<file path="config.mk">
export PLATFORM = sky130hd
export DESIGN_NAME = tdc_trim_dither_config_regs
export DESIGN_NICKNAME = d
export VERILOG_FILES = /design/src/design/tdc_trim_dither_config_regs.v
export VERILOG_INCLUDE_DIRS = /design/src /design/src/design
export SDC_FILE = /design/constraint.sdc
export NUM_CORES = 1
export LEC_CHECK = 0
export ABC_AREA = 1
export BUFFER_PORTS_ARGS = -buffer_cell sky130_fd_sc_hd__buf_4
export CAP_MARGIN = 20
export CORE_UTILIZATION = 47
export DETAILED_ROUTE_END_ITERATION = 10
export PLACE_DENSITY = 0.84
export SETUP_SLACK_MARGIN = 0.15
export SYNTH_ARGS = -nofsm -noshare
export SYNTH_HDL_FRONTEND = slang
export SYNTH_SLANG_ARGS = --single-unit
export TNS_END_PERCENT = 20
</file>
<file path="constraint.sdc">
create_clock -name core_clk -period 2.3 [get_ports core_clk]
set_input_delay 0.23 -clock core_clk [delete_from_list [all_inputs] [get_ports core_clk]]
set_output_delay 0.23 -clock core_clk [all_outputs]
set_load 0.05 [all_outputs]
</file>
<file path="src/design/tdc_regs.vh">
`ifndef TDC_REGS_VH
`define TDC_REGS_VH

// ---------------------------------------------------------------
// register indexes (byte address = 4 * index)
// ---------------------------------------------------------------
`define TDC_IDX_GAIN_B 10'h07B
`define TDC_IDX_REF_TRIM 10'h07C
`define TDC_IDX_TERM_A 10'h07E
`define TDC_IDX_TERM_B 10'h07F
`define TDC_IDX_DITHER 10'h09D
`define TDC_IDX_BANK0_SKEW 10'h102

// ---------------------------------------------------------------
// field positions and reset values
// ---------------------------------------------------------------
`define TDC_REF_TRIM_MSB 3
`define TDC_DITH_ON_BIT 0
`define TDC_DITH_LEVEL_BIT 1
`define TDC_DITH_ROUND_BIT 2
`define TDC_DITHER_RESET 8'h01

// ---------------------------------------------------------------
// fuse storage slots, loaded in this order after reset
// ---------------------------------------------------------------
`define TDC_FUSE_GAIN_B 3'h0
`define TDC_FUSE_REF_TRIM 3'h1
`define TDC_FUSE_TERM_A 3'h2
`define TDC_FUSE_TERM_B 3'h3
`define TDC_FUSE_BANK0_SKEW 3'h4
`define TDC_FUSE_LAST 3'h4

`endif

</file>
<file path="src/design/tdc_trim_dither_config_regs.v">
// Design decision made here: the Wishbone slave port.
`timescale 1ns/10ps
// What this block does
// - channel B gain trim, eight bits, read/write
// - reference trim bits 3-0, upper bits zero
// - input A termination trim register, read/write
// - input B termination trim register, read/write
// - dither enable bit 0, resets on
// - bit 1 picks small or large dither
// - bit 2 routes dither rounding error
// - bank zero skew register, fuse loaded
// - reference trim reset value comes from fuses
// - gain trim B sits at index 0x07B
`include "tdc_regs.vh"

module tdc_trim_dither_config_regs (
    input wire core_clk,
    input wire reset_n,
    input wire coreEn,
    input wire wbCyc,
    input wire wbStb,
    input wire wbWe,
    input wire [11:0] wbAdr,
    input wire [3:0] wbSel,
    input wire [31:0] wbDatIn,
    output reg [31:0] wbDatOut,
    output reg wbAck,
    output reg [2:0] fuseAddr,
    input wire [7:0] fuseData,
    output reg loadDone,
    output reg [7:0] channelBGainTrim,
    output reg [3:0] referenceVoltageAdjust,
    output reg [7:0] inputATerminationAdjust,
    output reg [7:0] inputBTerminationAdjust,
    output reg ditherOn,
    output reg ditherLevelSel,
    output reg roundingErrorSel,
    output reg [7:0] bankZeroPhaseZeroSkew
);

    // ---------------------------------------------------------------
    // fuse load sequencer
    // ---------------------------------------------------------------
    // two cycles per slot: address out, then capture on the next edge
    localparam ST_ADDR = 2'b00;
    localparam ST_CAPT = 2'b01;
    localparam ST_IDLE = 2'b10;

    reg [1:0] state;
    reg [1:0] next_state;
    wire reqLive;
    wire [9:0] regIdx;
    wire wrEn;
    reg [7:0] readByte;
    // capture cycle flag and per-register write strobes
    wire fuseCapt;
    wire wrGainB;
    wire wrRefTrim;
    wire wrTermA;
    wire wrTermB;
    wire wrDither;
    wire wrSkew;

    // dither control reset pattern, split into its fields below
    localparam [7:0] DITHER_RESET = `TDC_DITHER_RESET;

    // ---------------------------------------------------------------
    // decode helpers and strobes
    // ---------------------------------------------------------------

    // register index from the byte address
    function [9:0] word_index;
        input [11:0] byteAddr;
        begin
            word_index = byteAddr[11:2];
        end
    endfunction

    // true when a request index matches one register
    function reg_hit;
        input [9:0] idx;
        input [9:0] target;
        begin
            reg_hit = (idx == target);
        end
    endfunction

    // true in the capture cycle of one fuse slot
    function slot_hit;
        input capt;
        input [2:0] addr;
        input [2:0] slot;
        begin
            slot_hit = capt & (addr == slot);
        end
    endfunction

    assign regIdx = word_index(wbAdr);
    // a request is answered only once the fuse copy is done
    assign reqLive = wbCyc & wbStb & ~wbAck & loadDone;
    assign wrEn = reqLive & wbWe & wbSel[0];

    // fuse value is sampled in the second cycle of each slot
    assign fuseCapt = (state == ST_CAPT);

    // one write strobe per register, lane 0 only
    // a write without lane 0 is still answered but changes nothing
    assign wrGainB = wrEn & reg_hit(regIdx, `TDC_IDX_GAIN_B);
    assign wrRefTrim = wrEn & reg_hit(regIdx, `TDC_IDX_REF_TRIM);
    assign wrTermA = wrEn & reg_hit(regIdx, `TDC_IDX_TERM_A);
    assign wrTermB = wrEn & reg_hit(regIdx, `TDC_IDX_TERM_B);
    assign wrDither = wrEn & reg_hit(regIdx, `TDC_IDX_DITHER);
    assign wrSkew = wrEn & reg_hit(regIdx, `TDC_IDX_BANK0_SKEW);

    // next state of the load sequencer
    always @* begin
        next_state = state;
        case (state)
            ST_ADDR: begin
                next_state = ST_CAPT;
            end
            ST_CAPT: begin
                if (fuseAddr == `TDC_FUSE_LAST) begin
                    next_state = ST_IDLE;
                end else begin
                    next_state = ST_ADDR;
                end
            end
            ST_IDLE: begin
                next_state = ST_IDLE;
            end
            default: begin
                next_state = ST_IDLE;
            end
        endcase
    end

    // sequencer state
    always @(posedge core_clk or negedge reset_n) begin
        if (!reset_n) begin
            state <= ST_ADDR;
        end else if (coreEn) begin
            state <= next_state;
        end
    end

    // fuse slot address, steps once per captured slot and parks on the last
    always @(posedge core_clk or negedge reset_n) begin
        if (!reset_n) begin
            fuseAddr <= `TDC_FUSE_GAIN_B;
        end else if (coreEn && fuseCapt && fuseAddr != `TDC_FUSE_LAST) begin
            fuseAddr <= fuseAddr + 3'h1;
        end
    end

    // done flag, set with the last capture and kept until reset
    always @(posedge core_clk or negedge reset_n) begin
        if (!reset_n) begin
            loadDone <= 1'b0;
        end else if (coreEn && slot_hit(fuseCapt, fuseAddr, `TDC_FUSE_LAST)) begin
            loadDone <= 1'b1;
        end
    end

    // ---------------------------------------------------------------
    // trim and timing registers: fuse value first, then software
    // ---------------------------------------------------------------
    // a capture and a software write never meet: writes wait for loadDone

    // channel B gain trim, fuse slot 0
    always @(posedge core_clk or negedge reset_n) begin
        if (!reset_n) begin
            channelBGainTrim <= 8'h00;
        end else if (coreEn) begin
            if (slot_hit(fuseCapt, fuseAddr, `TDC_FUSE_GAIN_B)) begin
                channelBGainTrim <= fuseData;
            end else if (wrGainB) begin
                channelBGainTrim <= wbDatIn[7:0];
            end
        end
    end

    // reference trim, fuse slot 1, low nibble only
    always @(posedge core_clk or negedge reset_n) begin
        if (!reset_n) begin
            referenceVoltageAdjust <= 4'h0;
        end else if (coreEn) begin
            if (slot_hit(fuseCapt, fuseAddr, `TDC_FUSE_REF_TRIM)) begin
                referenceVoltageAdjust <= fuseData[`TDC_REF_TRIM_MSB:0];
            end else if (wrRefTrim) begin
                referenceVoltageAdjust <= wbDatIn[`TDC_REF_TRIM_MSB:0];
            end
        end
    end

    // input A termination trim, fuse slot 2
    always @(posedge core_clk or negedge reset_n) begin
        if (!reset_n) begin
            inputATerminationAdjust <= 8'h00;
        end else if (coreEn) begin
            if (slot_hit(fuseCapt, fuseAddr, `TDC_FUSE_TERM_A)) begin
                inputATerminationAdjust <= fuseData;
            end else if (wrTermA) begin
                inputATerminationAdjust <= wbDatIn[7:0];
            end
        end
    end

    // input B termination trim, fuse slot 3
    always @(posedge core_clk or negedge reset_n) begin
        if (!reset_n) begin
            inputBTerminationAdjust <= 8'h00;
        end else if (coreEn) begin
            if (slot_hit(fuseCapt, fuseAddr, `TDC_FUSE_TERM_B)) begin
                inputBTerminationAdjust <= fuseData;
            end else if (wrTermB) begin
                inputBTerminationAdjust <= wbDatIn[7:0];
            end
        end
    end

    // bank zero skew, fuse slot 4
    always @(posedge core_clk or negedge reset_n) begin
        if (!reset_n) begin
            bankZeroPhaseZeroSkew <= 8'h00;
        end else if (coreEn) begin
            if (slot_hit(fuseCapt, fuseAddr, `TDC_FUSE_BANK0_SKEW)) begin
                bankZeroPhaseZeroSkew <= fuseData;
            end else if (wrSkew) begin
                bankZeroPhaseZeroSkew <= wbDatIn[7:0];
            end
        end
    end

    // ---------------------------------------------------------------
    // dither control register
    // ---------------------------------------------------------------
    // dither enable, on out of reset
    always @(posedge core_clk or negedge reset_n) begin
        if (!reset_n) begin
            ditherOn <= DITHER_RESET[`TDC_DITH_ON_BIT];
        end else if (coreEn && wrDither) begin
            ditherOn <= wbDatIn[`TDC_DITH_ON_BIT];
        end
    end

    // dither amplitude: 0 small, 1 large
    always @(posedge core_clk or negedge reset_n) begin
        if (!reset_n) begin
            ditherLevelSel <= DITHER_RESET[`TDC_DITH_LEVEL_BIT];
        end else if (coreEn && wrDither) begin
            ditherLevelSel <= wbDatIn[`TDC_DITH_LEVEL_BIT];
        end
    end

    // rounding error route: 0 into noise, 1 into offset and spurs
    always @(posedge core_clk or negedge reset_n) begin
        if (!reset_n) begin
            roundingErrorSel <= DITHER_RESET[`TDC_DITH_ROUND_BIT];
        end else if (coreEn && wrDither) begin
            roundingErrorSel <= wbDatIn[`TDC_DITH_ROUND_BIT];
        end
    end

    // ---------------------------------------------------------------
    // read mux and bus answer
    // ---------------------------------------------------------------
    always @* begin
        readByte = 8'h00;
        case (regIdx)
            `TDC_IDX_GAIN_B: begin
                readByte = channelBGainTrim;
            end
            `TDC_IDX_REF_TRIM: begin
                readByte = {4'h0, referenceVoltageAdjust};
            end
            `TDC_IDX_TERM_A: begin
                readByte = inputATerminationAdjust;
            end
            `TDC_IDX_TERM_B: begin
                readByte = inputBTerminationAdjust;
            end
            `TDC_IDX_DITHER: begin
                readByte = {5'h00, roundingErrorSel, ditherLevelSel, ditherOn};
            end
            `TDC_IDX_BANK0_SKEW: begin
                readByte = bankZeroPhaseZeroSkew;
            end
            default: begin
                readByte = 8'h00; // unmapped reads zero
            end
        endcase
    end

    // one-cycle ack; the ~wbAck term blocks a new ack in the cycle right after an ack
    always @(posedge core_clk or negedge reset_n) begin
        if (!reset_n) begin
            wbAck <= 1'b0;
        end else if (coreEn) begin
            wbAck <= reqLive;
        end
    end

    // read data, held until the next read answer
    always @(posedge core_clk or negedge reset_n) begin
        if (!reset_n) begin
            wbDatOut <= 32'h00000000;
        end else if (coreEn && reqLive && !wbWe) begin
            wbDatOut <= {24'h000000, readByte};
        end
    end

endmodule

</file>
== Yosys cells after proc, flatten, opt, wreduce, memory -nomap -nowiden ==
Index checks and enable logic that the tools add are counted.

* Input port bits: 62
* Output and inout bits: 76
* Bits in registers: 54
* Logic and storage cells: 75

* Bitwise logic cells: 17
* Eq/ne operators: 12
* Multiplexer cells: 13
* Reductions and logical operators: 19
* $add $sub $neg: 1

{| class="wikitable"
|+ Operator list
! operator !! number
|-
| 2-to-1 mux 8 bit || 8
|-
| one-hot mux 8 bit (6 select lines) || 1
|-
| == test 10 x 7 -> 1 bit, second input constant || 4
|-
| AND 1 bit || 16
|-
| == test 10 x 8 -> 1 bit, second input constant || 1
|-
| == test 10 x 9 -> 1 bit, second input constant || 1
|-
| AND reduction 2 bit || 5
|-
| nonzero test 2 bit || 5
|-
| 2-to-1 mux 4 bit || 2
|-
| == test 3 x 2 -> 1 bit, second input constant || 2
|-
| logical AND 1 bit || 6
|-
| one-hot mux 2 bit (2 select lines) || 1
|-
| adder 3 x 1 -> 3 bit, second input constant || 1
|-
| == test 3 x 1 -> 1 bit, second input constant || 1
|-
| == test 3 bit, second input constant || 1
|-
| zero test 3 bit || 1
|-
| != test 3 bit, second input constant || 1
|-
| == test 2 x 1 -> 1 bit, second input constant || 1
|-
| zero test 2 bit || 1
|-
| 2-to-1 mux 2 bit || 1
|-
| zero test 1 bit || 1
|-
| inverter 1 bit || 1
|}

== Longest topological paths before layout ==
Gate-level depths: netlist of run 1.

* Depth after elaboration: 8
* Gate-level depth with buffers: 11
* Gate-level depth less buffers: 11

== Worst setup path after synthesis of run 1 ==
OpenSTA, ideal clock, no wires.

* Path kind: register to register
* From: reg fuseAddr[0]
* To: reg channelBGainTrim[6]
* Period minus slack after synthesis: 1,909 ps
* Arrival time: 1,788 ps
* Stages on the path, launching flop included: 8
* Setup slack: 391 ps
* Path buffers: 1
* Setup time: 122 ps
* Data required time: 2,178 ps
* Cells stage by stage: dfrtp_1 > inv_1 > ha_1 > nand3_1 > clkbuf_1 > nor2_1 > a21oi_1 > a21oi_2

* Word-level cells in the longest chain between the ends: 4
* Elaborated cells on any way between the ends: 5
* Those cells by class: 1 x mux; 1 x bitwise; 3 x reduce/logical

{| class="wikitable"
|+ RTL lines
! what !! RTL line !! source
|-
| start: declaration || tdc_trim_dither_config_regs.v:28 || <nowiki>output reg [2:0] fuseAddr,</nowiki>
|-
| start signal: assignment || tdc_trim_dither_config_regs.v:150 || <nowiki>fuseAddr <= `TDC_FUSE_GAIN_B;</nowiki>
|-
| start signal: assignment || tdc_trim_dither_config_regs.v:152 || <nowiki>fuseAddr <= fuseAddr + 3'h1;</nowiki>
|-
| zero test 3 bit (*) || tdc_trim_dither_config_regs.v:94 || <nowiki>slot_hit = capt & (addr == slot);</nowiki>
|-
| AND 1 bit (*) || tdc_trim_dither_config_regs.v:94 ||
|-
| nonzero test 2 bit (no source line) || n/a ||
|-
| AND reduction 2 bit (no source line) || n/a ||
|-
| end signal: assignment || tdc_trim_dither_config_regs.v:176 || <nowiki>channelBGainTrim <= fuseData;</nowiki>
|-
| end signal: assignment || tdc_trim_dither_config_regs.v:178 || <nowiki>channelBGainTrim <= wbDatIn[7:0];</nowiki>
|-
| end: declaration || tdc_trim_dither_config_regs.v:31 || <nowiki>output reg [7:0] channelBGainTrim,</nowiki>
|}

Every way passes the cells marked *; elsewhere a longest branch is shown, timed or not.
A chain may end at the register's enable or synchronous reset.

== Final worst setup path of run 1 ==
* From: reg fuseAddr[0]
* To: reg bankZeroPhaseZeroSkew[3]

* Word-level cells in the longest chain between the ends: 4
* Elaborated cells on any way between the ends: 5
* Those cells by class: 1 x eq/ne; 1 x mux; 1 x bitwise; 2 x reduce/logical

{| class="wikitable"
|+ RTL lines
! what !! RTL line !! source
|-
| == test 3 bit (*) || tdc_trim_dither_config_regs.v:94 ||
|-
| AND 1 bit (*) || tdc_trim_dither_config_regs.v:94 ||
|-
| nonzero test 2 bit (no source line) || n/a ||
|-
| AND reduction 2 bit (no source line) || n/a ||
|-
| end signal: assignment || tdc_trim_dither_config_regs.v:228 || <nowiki>bankZeroPhaseZeroSkew <= fuseData;</nowiki>
|-
| end signal: assignment || tdc_trim_dither_config_regs.v:230 || <nowiki>bankZeroPhaseZeroSkew <= wbDatIn[7:0];</nowiki>
|-
| end: declaration || tdc_trim_dither_config_regs.v:38 || <nowiki>output reg [7:0] bankZeroPhaseZeroSkew</nowiki>
|}

Marked as above.

==> metrics.md, run 1 <==
| Metric | Value |
|---|---|
| Slew margin rel. | 0.538 |
| Storage element area | between 1000 and 1500 um^2 |
| Largest net degree at the start of global routing | 55 |
| Fmax achieved | about 560 MHz |
| Least-Margin Pin Slew | 0.689 ns |
| HPWL Detailed | slightly below 7 mm |
| Mean Syn Cell Area | 7.37 um^2 |
| Area of the multi-input gates | between 1500 and 2000 um^2 |
| Routed Antenna Nets | 0 |
| Synthesized instance count | about 460 |
| Worst Path Arrival | roughly 2.0 ns |
| CTS tree | done |
| Pre-antenna DRT Iters | 6 |
| Top Ports | around 140 |
| CTS root buf | clkbuf_8 |
| Synth top area cells | dfrtp_1, nand2_1, nor2_1 |
| Post-synth top area share | 0.392 |
| Internal Power | 1.37 mW |
| Sw Ratio | 0.300 |
| RSZ-0062 raised after global routing | false |
| Commonest non-fill, non-tap cell in the layout | nand2_1 |
| Largest fanout on the critical path | 10 |
| Area Growth Syn to Fin | 21.6% |
| Vias in the first global route | 3005 |
| Layout cell share with drive strength beyond 1 | 0.233 |
| Initial DRC count | between 300 and 400 |
| Post-layout util | 0.599 |
| Hold slack | ~0.16 ns |
| Count of cell types in the netlist | 29 |
| Vias | 3291 |
| Core area | 6870 um^2 |
| Hold Crit Class | primary input to flop |
| Max-Cap Viols | 0 |
| Hold-fix buffers, CTS | 1 |
| Congestion Overflow GR | 0 |
| All-Layer GR Usage | 0.249 |
| Die footprint | between 7000 and 8000 um^2 |
| Outcome | finished clean |
| Lkg Pwr | 2.25 nW |
| Post-cts resize count | 0 |
| Setup TNS | 0 ns |
| Total CTS buffers | 5 |
| Crit start category | flop |
| Yosys reg bits | 54 |
| NetSw | ~0.59 mW |
| Clock tree buffer depth | 2 |
| Global-route wire length before repair | roughly 14 mm |
| Final worst path period need | 1.79 ns |
| Sequential area share after synthesis | 0.400 |
| Final Setup Violations | 0 |
| Final wirelength | slightly above 9 mm |
| Final hold vios | 0 |
| Die Y | roughly 87 um |
| Die W | 86.9 um |
| Max-slew violations | 0 |
| Starting Density | 0.493 |
| Crit path kind | flop to flop |
| Clk_lat worst skew | around 0.31 ns |
| Final setup margin | 0.505 ns |
| Setup WS pre-CTS | about 0.55 ns |
| ANT cells | 0 |
| PwrDens | approximately 480 nW/um^2 |
| Endpoint type of the worst setup path | flop |
| Synth Cell Area | 3380 um^2 |
| Final setup skew | approximately 0.01 ns |
| Port buffer count | 84 |
| # clock sinks | 54 |
| H-tree depth | 2 |
| Vias per cell | 5.14 |
| Yosys warns | 0 |
| Initial antenna violation count | 0 |
| Worst VDD drop | approximately 0.24 mV |
| RD Place Congestion | 0.932 |
| Top cell type by total area after synthesis | dfrtp_1 |
| Avg WL per Cell | around 14 um |
| DRC | 0 |
| Design Power | between 1.5 and 2 mW |
| Nets | between 600 and 700 |
| Clock transition at the registers of the reported paths | 0.10 ns |
| Reg power frac | 0.496 |
| Clock power share | 0.328 |
| Worst EP required | around 2.5 ns |
| Crit share post-route | 0.780 |
| Layout filler cell count | between 600 and 700 |
| Setup bufs post-CTS | 0 |
| Comb pwr share | 0.176 |
| Most frequent cells in the layout | nand2_1, buf_4, nor2_1 |
| Rows | 30 |
[layout make-up]
class	instances	share of cell area
tap	96	0.0292
clock inverter	3	0.00973
inverter	39	0.0356
timing repair buffer	87	0.159
sequential	54	0.329
multi-input combinational	356	0.421
clock buffer	5	0.0167
[metrics by stage]
step / instances / cell area, um^2
floorplan: 482 / 3470
global placement: 631 / 4000
detailed placement: 631 / 4000
CTS: 640 / 4110
global route: 640 / 4110
finish: 640 / 4110
[metal layers]
| layer | vias up | track usage | part of all wire |
|---|---|---|---|
| met5 | - | 0 | 0 |
| met3 | 19 | 0.0379 | 0.078 |
| met4 | 0 | 0.0803 | 0.026 |
| li1 | 1595 | - | - |
| met1 | 1513 | 0.314 | 0.42 |
| met2 | 164 | 0.437 | 0.48 |
[logic make-up after synthesis]
logic type / Yosys count / share of synthesized area
adder cells (fa/ha/maj): 5 / 0.0185
AO/OA/AOI/OAI: 73 / 0.117
XOR/XNOR: 1 / 0.00259
other: 1 / 0.00111
flip-flops: 54 / 0.400
AND/OR/NAND/NOR: 253 / 0.347
buffers and inverters: 72 / 0.115
[power groups by stage]
| stage | sequential [mW] | combinational (mW) | clock, mW |
|---|---|---|---|
| 5_1_grt | 0.977 | 0.374 | 0.688 |
| 4_1_cts | 0.974 | 0.345 | 0.649 |
| 3_3_place_gp | 0.991 | 0.336 | 0 |
| 6_report | 0.973 | 0.345 | 0.644 |
| 2_1_floorplan | 1.04 | 0.200 | 0 |
| 3_5_place_dp | 0.993 | 0.343 | 0 |
[cells in the mapped netlist, drive strengths merged]
cell type / instances
nor2: 78
buf: 29
or2: 1
o21ai: 24
o21a: 6
clkbuf: 4
nand4: 15
nand2: 124
inv: 39
a21oi: 43
ha: 5
conb: 1
nand3: 33
xor2: 1
dfrtp: 53
dfstp: 1
nor3: 2
[worst paths after layout]
path,start,endpoint,slack (ns),depth (start not counted)
max in group asynchronous,reset_n,channelBGainTrim[5],1.35,2
max reg2reg,fuseAddr[0],bankZeroPhaseZeroSkew[3],0.51,8
max,fuseAddr[0],bankZeroPhaseZeroSkew[3],0.51,8
min,coreEn,state[0],0.16,2
min reg2reg,ditherOn,ditherOn,0.48,2
min in group asynchronous,reset_n,wbDatOut[3],0.50,2
[state kept, by name (all words and copies together), names as in the netlist]
register and flops:
fuseAddr 3, ditherOn 1, wbAck 1, channelBGainTrim 8, wbDatOut 8, loadDone 1, state 2, bankZeroPhaseZeroSkew 8
roundingErrorSel 1, referenceVoltageAdjust 4, inputBTerminationAdjust 8, inputATerminationAdjust 8, ditherLevelSel 1
[worst max-delay path: stages (launching register included)]
cell and delay (ns):
dfrtp_1 0.43, inv_1 0.13, ha_1 0.21, nand2_1 0.08, nor2_1 0.17, nand2_1 0.30
nand2_4 0.25, nand2_1 0.06, o21ai_1 0.09
No activity file was read; power rests on OpenSTA's default activity.
==> run 2, diff against run 1 <==
==> constraint.sdc (replaced) <==
create_clock -name core_clk -period 1.85 [get_ports core_clk]
set_input_delay 0.185 -clock core_clk [delete_from_list [all_inputs] [get_ports core_clk]]
set_output_delay 0.185 -clock core_clk [all_outputs]
set_load 0.05 [all_outputs]
==> run 2 against run 1 <==
  * Worst setup slack got worse by 0.31 ns
  * Final cell count increased by 1.7%
  * Via count up 4.5%
  * Non-clock buffer count increased by 10
  * Combinational power up 26%
  * Register-to-register slack lost 0.31 ns
  * Sequential power up 24%
  * Critical endpoint is now bankZeroPhaseZeroSkew[2]
  * Critical path type unchanged
  * Count of clock-buffer cells in the layout up 1
  * Clock skew fell by 0.0027 ns
  * First-iteration DRC count increased by 7.3%
==> metrics.md, run 2 (synthesis results as in run 1) <==
| Metric | Value |
|---|---|
| Commonest non-fill, non-tap cell in the layout | nand2_1 |
| Hold Crit Class | primary input to flop |
| Global-route wire length before repair | 14.7 mm (+1.6%) |
| Worst R2R Start | fuseAddr[1] |
| Final worst path period need | 1.66 ns (-0.139 ns) |
| Vias per cell | 5.28 (+2.8%) |
| Register-to-Register Path Depth | 8 (unchanged) |
| Crit Reg-Reg Endpoint | bankZeroPhaseZeroSkew[2] |
| Nets | 621 (+1.8%) |
| Least-Margin Pin Slew | 0.692 ns (+0.00302 ns) |
| Port buffer count | 84 (unchanged) |
| Die Y | 86.9 um (unchanged) |
| WHS Path Cells | 2 (unchanged) |
| Area Growth Syn to Fin | 25.8% |
| Crit path kind | flop to flop |
| Final setup skew | 0.00730 ns (-0.00269 ns) |
| Crit start category | flop |
| Max-Cap Viols | 0 (unchanged) |
| Pre-antenna DRT Iters | 6 (unchanged) |
| Congestion Overflow GR | 0 (unchanged) |
| Most frequent cells in the layout | nand2_1, buf_4, nor2_1 |
| DRC | 0 (unchanged) |
| Clock transition at the registers of the reported paths | 0.10 ns (about the same) |
| Endpoint type of the worst setup path | flop |
| Total CTS buffers | 5 (unchanged) |
| Worst VDD drop | 0.343 mV (+42%) |
| Slew margin rel. | 0.538 (about the same) |
| Clock tree buffer depth | 2 (unchanged) |
| Outcome | finished clean |
| Layout cell share with drive strength beyond 1 | 0.265 (+0.0314) |
| Final wirelength | 9.46 mm (+2.5%) |
| Storage element area | 1360 um^2 (+0.37%) |
| RSZ-0062 raised after global routing | true |
| Final Setup Violations | 0 (unchanged) |
| Die footprint | 7540 um^2 (unchanged) |
| Reg2reg setup slack | 0.19 ns (-0.31 ns) |
| Layout Cells excl Fill | 651 (+1.7%) |
| Endpoint, Worst Hold | state[0] |
| ANT cells | 0 (unchanged) |
| Hold Crit Start | coreEn |
| Initial antenna violation count | 0 (unchanged) |
| Area of the multi-input gates | 1750 um^2 (+1.2%) |
| Worst EP required | 2.11 ns (-0.43 ns) |
| Crit share post-route | 0.895 (+0.115) |
| Worst Path Arrival | 1.92 ns (-0.11 ns) |
| Starting Density | 0.493 (unchanged) |
| RD Place Congestion | 0.891 (-4.4%) |
| All-Layer GR Usage | 0.254 (+0.00475) |
| Final hold vios | 0 (unchanged) |
| HPWL Detailed | 6.88 mm (+0.16%) |
| CTS tree | done |
| Top Ports | 138 (unchanged) |
| Avg WL per Cell | 14.5 um (+0.74%) |
| Largest fanout on the critical path | 8 (-2) |
| # clock sinks | 54 (unchanged) |
| Fmax achieved | 604 MHz (+8.4%) |
| Routed Antenna Nets | 0 (unchanged) |
| CTS root buf | clkbuf_8 |
| Vias | 3440 (+4.5%) |
| Setup TNS | 0 ns (unchanged) |
| Vias in the first global route | 3065 (+2.0%) |
| PwrDens | 617 nW/um^2 (+29%) |
| Lkg Pwr | 2.32 nW (+3.0%) |
| Max-slew violations | 0 (unchanged) |
| Post-layout util | 0.620 (+0.0208) |
| Core area | 6870 um^2 (unchanged) |
| Largest net degree at the start of global routing | 55 (unchanged) |
| Initial DRC count | 324 (+7.3%) |
| H-tree depth | 2 (unchanged) |
| Rows | 30 (unchanged) |
| Clk_lat worst skew | 0.32 ns (about the same) |
| Die W | 86.9 um (unchanged) |
| Layout filler cell count | 600 (-5.4%) |
| Placed Cells incl. Taps | 635 (+0.63%) |
run 2: changes by cell type in the layout (fill, tap and decap cells not counted), sizes merged:
cell	change
clkinvlp	+1
bufinv	+1
clkbuf	+1
clkinv	-2
buf	+10
run 2: cell type report:
class	instances	share of cell area
timing repair buffer	97	0.172
sequential	54	0.319
clock inverter	2	0.0141
tap	96	0.0282
clock buffer	6	0.0194
timing repair inverter	1	0.00176
inverter	39	0.0344
multi-input combinational	356	0.412
run 2: where the power goes:
group	total, mW	internal [mW]	switching, mW
registers	1.21	1.20	0.0126
logic	0.435	0.114	0.321
clock network	0.981	0.577	0.404
run 2: worst max-delay path by stage:
| stage | end | start | slack [ns] | depth (start not counted) |
|---|---|---|---|---|
| after global placement | bankZeroPhaseZeroSkew[3] | fuseAddr[0] | 0.22 | 8 |
| after CTS | bankZeroPhaseZeroSkew[5] | fuseAddr[0] | 0.18 | 8 |
| after floorplan | bankZeroPhaseZeroSkew[0] | fuseAddr[0] | 0.16 | 9 |
| after global routing | bankZeroPhaseZeroSkew[3] | fuseAddr[1] | 0.11 | 8 |
| final | bankZeroPhaseZeroSkew[2] | fuseAddr[1] | 0.19 | 8 |
| after detailed placement | bankZeroPhaseZeroSkew[3] | fuseAddr[0] | 0.1 | 8 |
run 2: timing repair:
item	CTS	global route
setup buffers	0	6
cloned	0	1
pin swaps	0	2
gates resized for setup	1	8
endpoints found under the hold margin	53	0
endpoints found under the setup margin	8	22
hold buffers	1	0
run 2: routing by layer:
layer  GRT usage  wire, um  part of all wire
met3      0.0379       738             0.078
met2       0.447      4600              0.49
met1       0.323      3900              0.41
met4      0.0712       222             0.023
met5           0         0                 0
run 2: critical path, cell delays in order, from the launching register on:
cell and delay, ns:
dfrtp_2 0.43, inv_1 0.10, ha_2 0.21, nand2_1 0.12
nor2_4 0.17, clkinvlp_4 0.21, o21ai_0 0.22, nand2_1 0.08
nand2_1 0.05
run 2: through the flow:
step                power (mW)  instance area [um^2]  hold slack [ns]  setup slack [ns]
floorplan                 1.55                  3480           -0.111             0.160
global route              2.70                  4260            0.139             0.115
finish                    2.63                  4260            0.130             0.194
detailed placement        1.66                  4030            0.276            0.0978
CTS                       2.61                  4190            0.126             0.180
global placement          1.65                  4030            0.263             0.217
==> run 3, diff against run 2 <==
--- a/config.mk
+++ b/config.mk
@@ -16,4 +16,4 @@
 export SYNTH_ARGS = -nofsm -noshare
 export SYNTH_HDL_FRONTEND = slang
 export SYNTH_SLANG_ARGS = --single-unit
-export TNS_END_PERCENT = 20
+export TNS_END_PERCENT = 1
==> constraint.sdc (replaced) <==
create_clock -name core_clk -period 1.7 [get_ports core_clk]
set_input_delay 0.17 -clock core_clk [delete_from_list [all_inputs] [get_ports core_clk]]
set_output_delay 0.17 -clock core_clk [all_outputs]
set_load 0.05 [all_outputs]
==> run 3 against run 2 <==
  * Register-to-register slack worse by 0.06 ns
  * Total power down 3.2%
  * Clock power down 24%
  * Die area unchanged
  * Wire length down 4.2%
  * Worst setup slack worse by 0.063 ns
  * Final cell count down 0.46%
  * Global-route usage down 1.7 points
  * Largest cell class unchanged
  * Largest power group unchanged
  * Highest routed layer unchanged
  * Cell area down 0.26%
==> metrics.md, run 3 (synthesis results as in run 1) <==
| Metric | Value |
|---|---|
| Hold Crit Class | primary input to flop |
| Worst R2R Start | fuseAddr[0] |
| Max-slew violations | 0 (unchanged) |
| Final hold vios | 0 (unchanged) |
| Worst VDD drop | 0.320 mV (-6.7%) |
| Global-route wire length before repair | 13.7 mm (-7.1%) |
| Endpoint type of the worst setup path | flop |
| Clock tree buffer depth | 2 (unchanged) |
| Vias | 3281 (-4.6%) |
| Top Ports | 138 (unchanged) |
| Least-Margin Pin Slew | 0.682 ns (-0.0107 ns) |
| Final worst path period need | 1.57 ns (-0.0874 ns) |
| Final setup skew | 0.00738 ns (+0.0000756 ns) |
| Area Growth Syn to Fin | 25.4% |
| Routed Antenna Nets | 0 (unchanged) |
| Die footprint | 7540 um^2 (unchanged) |
| ANT cells | 0 (unchanged) |
| Slew margin rel. | 0.546 (+0.00715) |
| Worst EP required | 1.92 ns (-0.19 ns) |
| Layout cell share with drive strength beyond 1 | 0.268 (+0.00325) |
| Pre-antenna DRT Iters | 5 (-1) |
| Die W | 86.9 um (unchanged) |
| Vias per cell | 5.06 (-4.2%) |
| Fmax achieved | 638 MHz (+5.6%) |
| Reg2reg setup slack | 0.13 ns (-0.06 ns) |
| CTS tree | done |
| CP startpoint | fuseAddr[0] |
| Initial DRC count | 315 (-2.8%) |
| Port buffer count | 84 (unchanged) |
| Outcome | finished clean |
| Setup TNS | 0 ns (unchanged) |
| Core area | 6870 um^2 (unchanged) |
| HPWL Detailed | 6.68 mm (-3.0%) |
| Congestion Overflow GR | 0 (unchanged) |
| Starting Density | 0.493 (unchanged) |
| Lkg Pwr | 2.29 nW (-1.3%) |
| Clk_lat worst skew | 0.31 ns (about the same) |
| Crit path kind | flop to flop |
| Layout filler cell count | 605 (+0.83%) |
| All-Layer GR Usage | 0.237 (-0.0169) |
| Worst Setup EP | inputBTerminationAdjust[0] |
| # clock sinks | 54 (unchanged) |
| Register-to-Register Path Depth | 6 (-2) |
| PwrDens | 599 nW/um^2 (-2.9%) |
| Total CTS buffers | 5 (unchanged) |
| Most frequent cells in the layout | nand2_1, buf_4, nor2_1 |
| DRC | 0 (unchanged) |
| Rows | 30 (unchanged) |
| Initial antenna violation count | 0 (unchanged) |
| Largest fanout on the critical path | 16 (+8) |
| Final Setup Violations | 0 (unchanged) |
| Clock transition at the registers of the reported paths | 0.10 ns (about the same) |
| Worst Path Arrival | 1.79 ns (-0.13 ns) |
| Crit Reg-Reg Endpoint | inputBTerminationAdjust[0] |
| Nets | 618 (-0.48%) |
| Max-Cap Viols | 0 (unchanged) |
| CTS root buf | clkbuf_8 |
| H-tree depth | 2 (unchanged) |
| Vias in the first global route | 2940 (-4.1%) |
| Die Y | 86.9 um (unchanged) |
| Avg WL per Cell | 14.0 um (-3.8%) |
| RSZ-0062 raised after global routing | true |
| Commonest non-fill, non-tap cell in the layout | nand2_1 |
| RD Place Congestion | 0.929 (+4.3%) |
| Final wirelength | 9.06 mm (-4.2%) |
| Crit share post-route | 0.923 (+0.0275) |
| Post-layout util | 0.618 (-0.00164) |
| Crit start category | flop |
| Largest net degree at the start of global routing | 55 (unchanged) |
run 3: how the worst min path moves through the flow:
stage / startpoint / endpoint / slack, ns / cells after the start
5_1_grt: wbDatIn[0] / ditherOn / 0.12 / 3
3_5_place_dp: reset_n / wbDatOut[4] / 0.25 / 1
6_report: wbDatIn[0] / ditherOn / 0.12 / 3
3_3_place_gp: reset_n / wbDatOut[3] / 0.24 / 1
2_1_floorplan: reset_n / bankZeroPhaseZeroSkew[0] / -0.13 / 0
4_1_cts: coreEn / state[0] / 0.10 / 2
run 3: metrics by stage:
stage / instance area (um^2) / worst slack, ns / total power [mW] / hold WS [ns] / cells
after floorplan: 3510 / 0.120 / 1.68 / -0.126 / 482
after global placement: 4040 / 0.180 / 1.80 / 0.245 / 634
after detailed placement: 4040 / 0.108 / 1.81 / 0.252 / 634
after CTS: 4170 / 0.140 / 2.55 / 0.103 / 647
after global routing: 4250 / 0.0845 / 2.64 / 0.119 / 648
final: 4250 / 0.132 / 2.54 / 0.121 / 648
run 3: final cells by class:
type	count	area, um^2	share of cell area
flip-flops and latches	54	1360	0.320
clock buffers	7	86.3	0.0203
inverters	39	149	0.0351
clock inverters	1	5.00	0.00118
well taps	96	120	0.0283
repair buffers	95	728	0.172
multi-input cells	356	1800	0.424
run 3: what timing repair did:
action | 4_1_cts | 5_1_grt
hold buffers | 1 | 0
endpoints found under the hold margin | 53 | 0
resized for setup | 0 | 12
pin swaps | 1 | 4
endpoints found under the setup margin | 9 | 36
setup buffers | 4 | 1
run 3: power by group:
group	internal, mW	leakage (nW)	total (mW)	switching [mW]
Sequential	1.30	0.683	1.32	0.0148
Combinational	0.127	1.56	0.475	0.348
Clock	0.330	0.0482	0.749	0.419
Total	1.76	2.29	2.54	0.781
run 3: routing by layer:
layer | vias up | share of wire | track usage | routed length, um
li1 | 1620 | - | - | -
met1 | 1519 | 0.41 | 0.303 | 3750
met2 | 130 | 0.50 | 0.409 | 4510
met3 | 12 | 0.072 | 0.0360 | 650
met4 | 0 | 0.016 | 0.0773 | 144
met5 | - | 0 | 0 | 0
run 3: critical path: stages (launching register included):
cell	delay [ns]
dfrtp_2	0.45
ha_1	0.21
ha_1	0.22
nand2_4	0.18
nand2_1	0.08
o21a_1	0.12
a21oi_1	0.23
